==> src/aoc_pkg.sv <==
/*
 * Package for the analog output channel control block: timing counts, widths and modes.
 * Assumes a 125 MHz core clock and signed fixed-point output codes.
 */
package aoc_pkg;
    localparam int unsigned CLK_HZ         = 125_000_000;
    // Slew is applied once per slew tick of this period.
    localparam int unsigned SLEW_TICK_US   = 1000;
    localparam int unsigned SLEW_TICK_CYC  = (CLK_HZ / 1_000_000) * SLEW_TICK_US;
    localparam int unsigned SLEW_TICKS_SEC = 1_000_000 / SLEW_TICK_US;
    // Closeness window for hold-until-init, 0.1% of full scale = 1/1000.
    localparam int unsigned INIT_WIN_DIV   = 1000;
    localparam int unsigned DATA_W         = 16;
    localparam int unsigned RATE_W         = 16;
    localparam logic [1:0]  UNL_CEILING    = 2'h0;
    localparam logic [1:0]  UNL_FLOOR      = 2'h1;
    localparam logic [1:0]  UNL_RATE       = 2'h2;
    localparam logic [1:0]  UNL_ALL        = 2'h3;
    typedef enum logic [1:0] {AOC_RUN, AOC_PROG, AOC_FAULT} aoc_mode_t;
endpackage : aoc_pkg

==> src/aoc_channel.sv <==
/*
 * Output channel control: clamp, slew, fault/program action, hold-until-init, alarms.
 * Assumes requests arrive with a one-cycle update strobe from same-clock logic, and that
 * mode pins and unlatch strobes come from same-clock logic too.
 */
`timescale 1ns/1ps
module aoc_channel
    import aoc_pkg::*;
#(
    parameter int unsigned W         = DATA_W,
    parameter int unsigned TICK_CYC  = SLEW_TICK_CYC,
    parameter int unsigned FULL_SPAN = 65535
) (
    input  wire logic                core_clk_i,
    input  wire logic                nrst_i,
    input  wire logic                update_i,
    input  wire logic signed [W-1:0] request_i,
    input  wire logic                prog_mode_i,
    input  wire logic                comm_fault_i,
    input  wire logic                hold_until_init_enable_i,
    input  wire logic                rate_alarm_latch_enable_i,
    input  wire logic                clamp_alarm_latch_enable_i,
    input  wire logic                comm_loss_action_select_i,
    input  wire logic                program_entry_action_select_i,
    input  wire logic                run_slew_enable_i,
    input  wire logic                program_slew_enable_i,
    input  wire logic                comm_loss_slew_enable_i,
    input  wire logic [RATE_W-1:0]   max_slew_rate_i,
    input  wire logic signed [W-1:0] comm_loss_preset_value_i,
    input  wire logic signed [W-1:0] program_preset_value_i,
    input  wire logic signed [W-1:0] output_floor_i,
    input  wire logic signed [W-1:0] output_ceiling_i,
    input  wire logic                unlatch_i,
    input  wire logic [1:0]          unlatch_sel_i,
    output logic signed [W-1:0]      out_value_o,
    output logic                     out_update_o,
    output logic                     floor_clamp_alarm_o,
    output logic                     ceiling_clamp_alarm_o,
    output logic                     rate_alarm_o,
    output logic                     init_hold_o,
    output logic                     unlatch_done_o
);
    initial begin
        if (W < 8 || W > 24 || TICK_CYC < 1 || FULL_SPAN < 1)
            $error("aoc_channel: unsupported parameter values");
    end

    logic rst_s1_reg, rst_n_reg;
    always_ff @(posedge core_clk_i or negedge nrst_i) begin
        if (!nrst_i) begin
            rst_s1_reg <= 1'b0;
            rst_n_reg  <= 1'b0;
        end else begin
            rst_s1_reg <= 1'b1;
            rst_n_reg  <= rst_s1_reg;
        end
    end

    // Slew tick divider: one-cycle enable per tick period.
    logic [31:0] tick_cnt_reg;
    wire  logic  tick = (tick_cnt_reg == 32'(TICK_CYC - 1));
    always_ff @(posedge core_clk_i or negedge rst_n_reg) begin
        if (!rst_n_reg) tick_cnt_reg <= 32'h0;
        else            tick_cnt_reg <= tick ? 32'h0 : tick_cnt_reg + 32'h1;
    end

    // Mode tracking.
    aoc_mode_t mode_reg, mode_next;
    assign mode_next = comm_fault_i ? AOC_FAULT : prog_mode_i ? AOC_PROG : AOC_RUN;
    wire logic enter_fault = (mode_next == AOC_FAULT) && (mode_reg != AOC_FAULT);
    wire logic enter_prog  = (mode_next == AOC_PROG) && (mode_reg == AOC_RUN);
    wire logic enter_run   = (mode_next == AOC_RUN) && (mode_reg != AOC_RUN);

    // Clamp the run request.
    wire logic below  = request_i < output_floor_i;
    wire logic above  = request_i > output_ceiling_i;
    wire logic signed [W-1:0] clamped = below ? output_floor_i :
                                        above ? output_ceiling_i : request_i;

    // Slew step per tick: rate% of span per second spread over the ticks.
    wire logic [47:0] step_raw = (48'(max_slew_rate_i) * 48'(FULL_SPAN))
                                 / 48'(100 * SLEW_TICKS_SEC);
    wire logic [W-1:0] step = (step_raw == 48'h0) ? W'(1) :
                              (step_raw > 48'((1 << (W-1)) - 1)) ? W'((1 << (W-1)) - 1)
                                                                 : step_raw[W-1:0];

    // Hold-until-init window.
    wire logic signed [W:0] gap = {clamped[W-1], clamped} - {out_value_o[W-1], out_value_o};
    wire logic [W:0] gap_abs   = gap[W] ? (W+1)'(-gap) : gap;
    wire logic       init_near = gap_abs <= (W+1)'(FULL_SPAN / INIT_WIN_DIV);

    logic hold_reg, fixed_reg;
    logic signed [W-1:0] target_reg;
    logic slew_on_reg;

    // Target and slew selection per mode.
    wire logic fault_go = comm_loss_action_select_i;
    wire logic prog_go  = program_entry_action_select_i;
    wire logic signed [W-1:0] run_tgt = clamped;

    logic signed [W-1:0] stepped;
    aoc_slew_step #(.W(W)) u_step (
        .cur_i  (out_value_o),
        .tgt_i  (target_reg),
        .step_i (step),
        .next_o (stepped)
    );
    wire logic signed [W-1:0] applied = slew_on_reg ? stepped : target_reg;
    wire logic moving = (out_value_o != target_reg) && !hold_reg && !fixed_reg;
    wire logic apply  = moving && (!slew_on_reg || tick);

    always_ff @(posedge core_clk_i or negedge rst_n_reg) begin
        if (!rst_n_reg) begin
            mode_reg    <= AOC_RUN;
            target_reg  <= '0;
            slew_on_reg <= 1'b0;
            fixed_reg   <= 1'b0;
            hold_reg    <= 1'b1;
            out_value_o <= '0;
            out_update_o <= 1'b0;
        end else begin
            mode_reg     <= mode_next;
            out_update_o <= apply;
            if (apply) out_value_o <= applied;
            if (enter_fault) begin
                target_reg  <= comm_loss_preset_value_i;
                fixed_reg   <= !fault_go;
                slew_on_reg <= comm_loss_slew_enable_i;
            end else if (enter_prog) begin
                target_reg  <= program_preset_value_i;
                fixed_reg   <= !prog_go;
                slew_on_reg <= program_slew_enable_i;
            end else if (enter_run) begin
                fixed_reg   <= 1'b0;
                hold_reg    <= hold_until_init_enable_i;
            end else if (mode_reg == AOC_RUN && update_i) begin
                if (hold_reg && !init_near) begin
                    hold_reg <= 1'b1;
                end else begin
                    hold_reg    <= 1'b0;
                    target_reg  <= run_tgt;
                    slew_on_reg <= run_slew_enable_i;
                end
            end
            if (mode_reg == AOC_RUN && !hold_until_init_enable_i && hold_reg)
                hold_reg <= 1'b0;
        end
    end
    assign init_hold_o = hold_reg;

    // Alarms: clamp conditions come from the update strobe; the rate alarm flags a limited move.
    logic lo_cond_reg, hi_cond_reg, rate_cond_reg;
    wire logic rate_cond = slew_on_reg && (out_value_o != target_reg);
    // Unlatch service waits through every cycle in which the cyclic update is busy (update strobe or output apply).
    logic pend_reg;
    logic [1:0] pend_sel_reg;
    wire logic svc_go  = pend_reg && !update_i && !apply;
    wire logic clr_lo  = svc_go && (pend_sel_reg == UNL_FLOOR   || pend_sel_reg == UNL_ALL);
    wire logic clr_hi  = svc_go && (pend_sel_reg == UNL_CEILING || pend_sel_reg == UNL_ALL);
    wire logic clr_rt  = svc_go && (pend_sel_reg == UNL_RATE    || pend_sel_reg == UNL_ALL);
    wire logic set_lo  = update_i && mode_reg == AOC_RUN && below;
    wire logic set_hi  = update_i && mode_reg == AOC_RUN && above;

    always_ff @(posedge core_clk_i or negedge rst_n_reg) begin
        if (!rst_n_reg) begin
            lo_cond_reg <= 1'b0;
            hi_cond_reg <= 1'b0;
            rate_cond_reg <= 1'b0;
            floor_clamp_alarm_o   <= 1'b0;
            ceiling_clamp_alarm_o <= 1'b0;
            rate_alarm_o   <= 1'b0;
            pend_reg       <= 1'b0;
            pend_sel_reg   <= 2'h0;
            unlatch_done_o <= 1'b0;
        end else begin
            if (update_i && mode_reg == AOC_RUN) begin
                lo_cond_reg <= below;
                hi_cond_reg <= above;
            end
            rate_cond_reg <= rate_cond;
            if (unlatch_i && !pend_reg) begin
                pend_reg     <= 1'b1;
                pend_sel_reg <= unlatch_sel_i;
            end else if (svc_go) begin
                pend_reg <= 1'b0;
            end
            unlatch_done_o <= svc_go;
            if (clamp_alarm_latch_enable_i) begin
                floor_clamp_alarm_o   <= set_lo | (floor_clamp_alarm_o & ~clr_lo);
                ceiling_clamp_alarm_o <= set_hi | (ceiling_clamp_alarm_o & ~clr_hi);
            end else begin
                floor_clamp_alarm_o   <= update_i ? below : lo_cond_reg;
                ceiling_clamp_alarm_o <= update_i ? above : hi_cond_reg;
            end
            if (rate_alarm_latch_enable_i)
                rate_alarm_o <= rate_cond | (rate_alarm_o & ~clr_rt);
            else
                rate_alarm_o <= rate_cond;
        end
    end

    floor_clamp_a: assert property (@(posedge core_clk_i) disable iff (!rst_n_reg)
        (update_i && mode_reg == AOC_RUN && below) |=> floor_clamp_alarm_o)
        else $error("floor alarm not raised");
    ceil_clamp_a: assert property (@(posedge core_clk_i) disable iff (!rst_n_reg)
        (update_i && mode_reg == AOC_RUN && above) |=> ceiling_clamp_alarm_o)
        else $error("ceiling alarm not raised");
    rate_latch_a: assert property (@(posedge core_clk_i) disable iff (!rst_n_reg)
        (rate_alarm_latch_enable_i && rate_alarm_o && !clr_rt) |=> rate_alarm_o)
        else $error("rate alarm dropped without unlatch");
    clamp_latch_a: assert property (@(posedge core_clk_i) disable iff (!rst_n_reg)
        (clamp_alarm_latch_enable_i && floor_clamp_alarm_o && !clr_lo) |=> floor_clamp_alarm_o)
        else $error("floor alarm dropped without unlatch");
    svc_prio_a: assert property (@(posedge core_clk_i) disable iff (!rst_n_reg)
        svc_go |-> !update_i && !apply)
        else $error("service ran during cyclic update");
    hold_out_a: assert property (@(posedge core_clk_i) disable iff (!rst_n_reg)
        (hold_reg && mode_reg == AOC_RUN) |=> $stable(out_value_o))
        else $error("output moved while held for init");
    fault_hold_a: assert property (@(posedge core_clk_i) disable iff (!rst_n_reg)
        (enter_fault && !comm_loss_action_select_i) |=> fixed_reg ##1 $stable(out_value_o))
        else $error("output moved on fault hold");
    slew_bound_a: assert property (@(posedge core_clk_i) disable iff (!rst_n_reg)
        (apply && slew_on_reg) |=> (out_value_o - $past(out_value_o) <= $signed({1'b0, step})
            && $past(out_value_o) - out_value_o <= $signed({1'b0, step})))
        else $error("slew step exceeded");
    one_svc_a: assert property (@(posedge core_clk_i) disable iff (!rst_n_reg)
        unlatch_done_o |=> !unlatch_done_o)
        else $error("service performed twice");
endmodule : aoc_channel

==> src/aoc_slew_step.sv <==
/*
 * One slew step: moves a present value toward a target by at most a given step.
 * Purely combinational; the caller registers the result.
 */
`timescale 1ns/1ps
module aoc_slew_step
    import aoc_pkg::*;
#(
    parameter int unsigned W = DATA_W
) (
    input  wire logic signed [W-1:0] cur_i,
    input  wire logic signed [W-1:0] tgt_i,
    input  wire logic        [W-1:0] step_i,
    output logic signed      [W-1:0] next_o
);
    wire logic signed [W:0] diff  = W'(0) + ({tgt_i[W-1], tgt_i} - {cur_i[W-1], cur_i});
    wire logic signed [W:0] stp   = {1'b0, step_i};
    wire logic signed [W:0] up    = {cur_i[W-1], cur_i} + stp;
    wire logic signed [W:0] dn    = {cur_i[W-1], cur_i} - stp;
    assign next_o = (diff > stp) ? up[W-1:0] : (diff < -stp) ? dn[W-1:0] : tgt_i;
endmodule : aoc_slew_step

==> config.mk <==
export PLATFORM = sky130hd
export DESIGN_NAME = aoc_channel
export DESIGN_NICKNAME = d
export VERILOG_FILES = /design/src/aoc_pkg.sv /design/src/aoc_channel.sv /design/src/aoc_slew_step.sv
export SDC_FILE = /design/constraint.sdc
export NUM_CORES = 1
export LEC_CHECK = 0
export BUFFER_PORTS_ARGS = -buffer_cell sky130_fd_sc_hd__buf_2
export CELL_PAD_IN_SITES_DETAIL_PLACEMENT = 0
export CELL_PAD_IN_SITES_GLOBAL_PLACEMENT = 1
export CORE_UTILIZATION = 52
export CTS_BUF_LIST = sky130_fd_sc_hd__clkbuf_8
export DETAILED_ROUTE_END_ITERATION = 12
export HOLD_SLACK_MARGIN = 0.02
export PLACE_DENSITY = 0.94
export SLEW_MARGIN = 20
export SYNTH_ARGS = -nofsm -noshare
export SYNTH_HDL_FRONTEND = slang
export SYNTH_SLANG_ARGS = --single-unit
==> constraint.sdc <==
create_clock -name core_clk_i -period 4.5 [get_ports core_clk_i]
set_input_delay 0.9 -clock core_clk_i [delete_from_list [all_inputs] [get_ports core_clk_i]]
set_output_delay 0.9 -clock core_clk_i [all_outputs]
set_load 0.005 [all_outputs]
==> flow_metrics.py, run 1 <==
metrics = {
    "floorplanning": {
        "row_count": 81,
        "fp.dieW_um": 226,
        "die_y_um": 226,
        "start_util_pct": 52.8,
        "ios": 134,
    },
    "placed_design": {
        "globalplace.congestion": 1.10,
        "post-place-ws_ns": -21.24,
        "portBuffers": 133,
        "placedCellCount": 5519,
        "dp_hpwl_um": 88300,
        "placed_cell_area_sq_um": 38000,
    },
    "synthesis": {
        "synth_edf_count": 0,
        "synth_top_area_share_pct": 11.3,
        "ys_seq_elements": 81,
        "syn_inst": 3483,
        "synth_top_cell_by_area": "ha_1",
        "yosysWarnings": 0,
        "synth_cell_types": 135,
        "ys_seq_area_share_pct": 7.81,
        "avgSynthCellArea_sq_um": 7.46,
        "synth_top_flop_cell": "dfrtp_1",
        "netlist_area_sq_um": 26000,
        "synthArstFlopShare_pct": 100,
        "synth.area.top_cells": "ha_1 (11%), fa_1 (9.1%), dfrtp_1 (7.7%), xnor2_1 (5.8%), a21oi_1 (5.0%)",
    },
    "clocking": {
        "cts_buffers": 9,
        "clk_path_buf_depth": 2,
        "cts_root_buffer": "clkbuf_8",
        "clkSinkCount": 81,
        "cts_hold_buf": 0,
        "cts_max_level": 3,
    },
    "timing": {
        "worstEndpointGrtRepair": "out_value_o[12]$_DFFE_PN0P_/D",
        "worst-ep-kind": "sequential cell input",
    },
    "outcome": {
        "lastStage": "5_1_grt",
        "status": "stopped before the end",
        "stop_error": "[ERROR GRT-0232] Routing congestion too high. Check the congestion heatmap in the GUI.",
    },
    "grt": {
        "grt_start_max_net_pins": 80,
        "track_usage_pct": 77.1,
        "grt-ovfl-total": 11,
    },
}
-- repair_timing --
| item | 4_1_cts |
|---|---|
| pin swaps | 196 |
| resized for setup | 314 |
| gates cloned | 4 |
| setup endpoints to repair | 34 |
| buffers inserted | 117 |
-- cell families after synthesis --
logic type                 after synthesis  share of synthesized area [%]
and+or+nand+nor                       1215                           23.8
AOI/OAI and AO/OA                     1083                           29.5
muxes                                   80                           3.26
xor gates and xnor gates               242                           8.48
other                                    2                         0.0289
buffers and inverters                  418                           6.38
adders and majority gates              362                           20.8
DFF                                     81                           7.81
-- cells in the mapped netlist (all sizes together) (13+ instances only) --
cell / instances
buf: 50
nor2b: 31
a21o: 79
a211o: 19
a211oi: 37
dfrtp: 80
nor3: 106
o211ai: 50
o21a: 28
o22ai: 32
xnor2: 175
or3: 39
o21bai: 38
a21oi: 261
o21ai: 204
mux2: 30
and2: 65
xor2: 67
clkbuf: 81
inv: 286
nor2: 310
and3: 44
nor4: 51
a22oi: 15
a31oi: 59
fa: 118
nand4: 53
or4: 25
or2: 33
a221oi: 17
a31o: 13
o31ai: 34
nand2: 282
nand2b: 36
nand3: 96
ha: 235
o211a: 13
o2111ai: 18
mux2i: 50
-- per-layer routing --
layer | overflow | global-route usage, %
met1 | 0 | 75.4
met2 | 6 | 91.1
met3 | 0 | 67.0
met4 | 5 | 74.2
met5 | 0 | 49.6
-- per-stage QoR --
stage | utilization, % | TNS [ns]
after CTS | 82.7 | -368.07
after detailed placement | 77.3 | -413.42
after global placement | 77.3 | -386.56
after floorplan | - | -368.77
==> run 2: changes to the inputs <==
==> config.mk (replaced) <==
export PLATFORM = sky130hd
export DESIGN_NAME = aoc_channel
export DESIGN_NICKNAME = d
export VERILOG_FILES = /design/src/aoc_pkg.sv /design/src/aoc_channel.sv /design/src/aoc_slew_step.sv
export SDC_FILE = /design/constraint.sdc
export NUM_CORES = 1
export LEC_CHECK = 0
export BUFFER_PORTS_ARGS = -buffer_cell sky130_fd_sc_hd__buf_2
export CORE_UTILIZATION = 40
export DETAILED_ROUTE_END_ITERATION = 12
export PLACE_DENSITY_LB_ADDON = 0.15
export SLEW_MARGIN = 20
export SYNTH_ARGS = -nofsm -noshare
export SYNTH_HDL_FRONTEND = slang
export SYNTH_SLANG_ARGS = --single-unit
==> flow_metrics.py, run 2 <==
metrics = {
    "timing": {
        "post-route-min-period_ns": 24.48,
        "relSlewSlack_pct": 38.8,
        "fin_crit_sh_pct": 544,
        "clock_skew_ns": 0.0131,
        "final_max_slew_viol_count": 0,
        "tightest_slew_ns": 0.914,
        "setup_viol": 34,
        "hold_viol": 0,
        "max_freq_ghz": 0.0408,
        "setup_slack_ns": -19.98,
        "rsz0062_at_grt": "true",
    },
    "synthesis": {
        "synth_top_family_by_area": "compound AO/OA/AOI/OAI gates",
        "synth.area.top_cells": "ha_1 (11%), fa_1 (9.1%), dfrtp_1 (7.7%), xnor2_1 (5.8%), a21oi_1 (5.0%)",
        "synth_top_flop_cell": "dfrtp_1",
        "ys_seq_area_share_pct": 7.81,
        "synth_edf_count": 0,
        "avgSynthCellArea_sq_um": 7.46,
        "ys_seq_elements": 81,
        "synthArstFlopShare_pct": 100,
        "synth-simple-area-share_pct": 23.8,
        "synthMuxAreaShare_pct": 3.26,
        "synth_cell_types": 135,
        "syn_inst": 3483,
        "yosysMostFrequentCell": "nor2_1",
        "yosysWarnings": 0,
        "synth_top_cell_by_area": "ha_1",
        "synth_compound_area_share_pct": 29.5,
        "synth_top_area_share_pct": 11.3,
        "synthXorXnorAreaFrac_pct": 8.48,
        "synthAdderAreaFrac_pct": 20.8,
        "synth_common_cells": "nor2_1 (306), inv_1 (286), nand2_1 (280), a21oi_1 (258), ha_1 (235)",
        "netlist_area_sq_um": 26000,
    },
    "worst_setup_path": {
        "max_stage_delay_ns": 0.59,
        "path_class": "in -> reg",
        "critPathCaptureType": "flip-flop",
        "cp.required_ns": 4.72,
        "cpMostUsedCell": "buf_4",
        "start_kind": "input pin",
        "arrival_ns": 24.70,
        "cp_max_fo": 8,
        "critPathSlowestCell": "fa_1",
    },
    "clocking": {
        "cts_root_buffer": "clkbuf_16",
        "clkLatencyLatePin_ns": 0.35,
        "cts_max_level": 3,
        "clkSinkCount": 81,
        "path_clk_slew_ns": 0.07,
        "cts_tree": "yes",
        "clk_path_buf_depth": 2,
        "cts_buffers": 9,
    },
    "detailed_routing": {
        "wire_per_inst_um": 16.7,
        "wirelength_um": 97300,
        "drcViolationCount": 0,
        "drtPass1Iterations": 6,
        "viasPerCell": 5.42,
        "drt_iter0_drc": 2127,
        "drtAntennaViolNets": 0,
        "vias": 31600,
    },
    "placed_design": {
        "placed_cell_area_sq_um": 38200,
        "portBuffers": 133,
        "globalplace.congestion": 0.920,
        "dp_hpwl_um": 80700,
    },
    "floorplanning": {
        "row_count": 93,
        "die_y_um": 257,
        "start_util_pct": 40.4,
        "fp.dieW_um": 257,
        "die_area_sq_um": 66000,
        "ios": 134,
        "core_area_sq_um": 64300,
    },
    "final_layout": {
        "n_fill_cell": 5639,
        "seq_area_sq_um": 2030,
        "stdcell_area_sq_um": 41000,
        "layout.nets": 5442,
        "final_layout_size_suffix_gt1_share_pct": 42.5,
        "multiInputGateArea_sq_um": 24400,
        "most-common-layout-cells": "buf_4 (1431), nor2_1 (294), nand2_1 (269)",
        "mostFrequentLayoutCell": "buf_4",
        "largest_reg_flops": 32,
        "syn2layout_area_growth_pct": 57.8,
    },
    "grt": {
        "grt_start_max_net_pins": 80,
        "grt_pass1_vias": 30400,
        "track_usage_pct": 28.2,
        "grt_first_pass_wirelength_um": 155000,
        "antenna_found_initial": 1,
        "grt-ovfl-total": 0,
    },
    "outcome": {
        "violations": "setup timing",
        "status": "finished, violations left",
    },
    "worst_hold_path": {
        "hp-class": "reg -> async",
    },
    "job": {
        "drv_cap": 0,
    },
}
run 2: what timing repair did:
| item | 4_1_cts | 5_1_grt |
|---|---|---|
| cloned | 2 | 1 |
| setup endpoints to repair | 34 | 34 |
| pin swaps | 71 | 126 |
| hold buffers | 0 | 0 |
| gates resized for setup | 104 | 270 |
| setup buffers | 37 | 76 |
run 2: per-stage QoR:
step | setup TNS, ns | hold WS [ns] | util [%] | std cells | setup slack [ns]
finish | -374.23 | 0.256 | 63.7 | 5838 | -19.98
global route | -397.77 | 0.284 | 63.7 | 5838 | -20.84
CTS | -372.84 | 0.312 | 61.1 | 5763 | -19.72
detailed placement | -399.16 | 0.337 | 59.4 | 5708 | -20.73
global placement | -392.16 | 0.335 | 59.4 | 5708 | -20.31
floorplan | -368.77 | 0.331 | - | 3484 | -19.81
run 2: layout make-up:
class | instances | area share [%]
flip-flops and latches | 81 | 4.96
well taps | 855 | 2.61
diodes | 1 | 0.00611
multi-input cells | 2985 | 59.5
clock buffers | 9 | 0.550
repair buffers | 1613 | 29.5
clock inverters | 7 | 0.208
inverters | 287 | 2.68
run 2: worst paths after layout:
path	slack (ns)	startpoint	end	cells after the start
worst max-delay path	-19.98	max_slew_rate_i[6]	out_value_o[12]$_DFFE_PN0P_	111
worst min-delay path	0.26	rst_n_reg$_DFF_PN0_	tick_cnt_reg[16]$_DFF_PN0_	0
worst max register to register	-0.95	out_value_o[1]$_DFFE_PN0P_	out_value_o[12]$_DFFE_PN0P_	28
worst min register to register	0.26	rst_n_reg$_DFF_PN0_	tick_cnt_reg[16]$_DFF_PN0_	0
max in group asynchronous	3.61	rst_n_reg$_DFF_PN0_	init_hold_o$_DFFE_PN1P_	1
min in group core_clk_i	0.35	rst_s1_reg$_DFF_PN0_	rst_n_reg$_DFF_PN0_	0
run 2: cell families after synthesis:
kind of cell | Yosys count
buffers and inverters | 418
AOI/OAI and AO/OA | 1083
muxes | 80
DFF | 81
adders and majority gates | 362
other | 2
xor gates and xnor gates | 242
and+or+nand+nor | 1215
run 2: worst max-delay path, delay by kind of cell:
| family | cells | cell delay, ns |
|---|---|---|
| and+or+nand+nor | 33 | 7.88 |
| xor gates and xnor gates | 2 | 0.32 |
| AOI/OAI and AO/OA | 43 | 8.64 |
| adders and majority gates | 9 | 3.56 |
| muxes | 2 | 0.61 |
| buffers and inverters | 22 | 2.76 |
run 2: metal layers:
layer  share of wire (%)  GRT usage [%]
met3                 3.5           2.03
met5                   0              0
met2                  47           47.3
met1                  48           39.9
met4                 1.6           4.66
Power of run 2 is left out: the tool's default activity adds up to more than one toggle a clock period on the data nets, which glitch-free logic cannot reach.
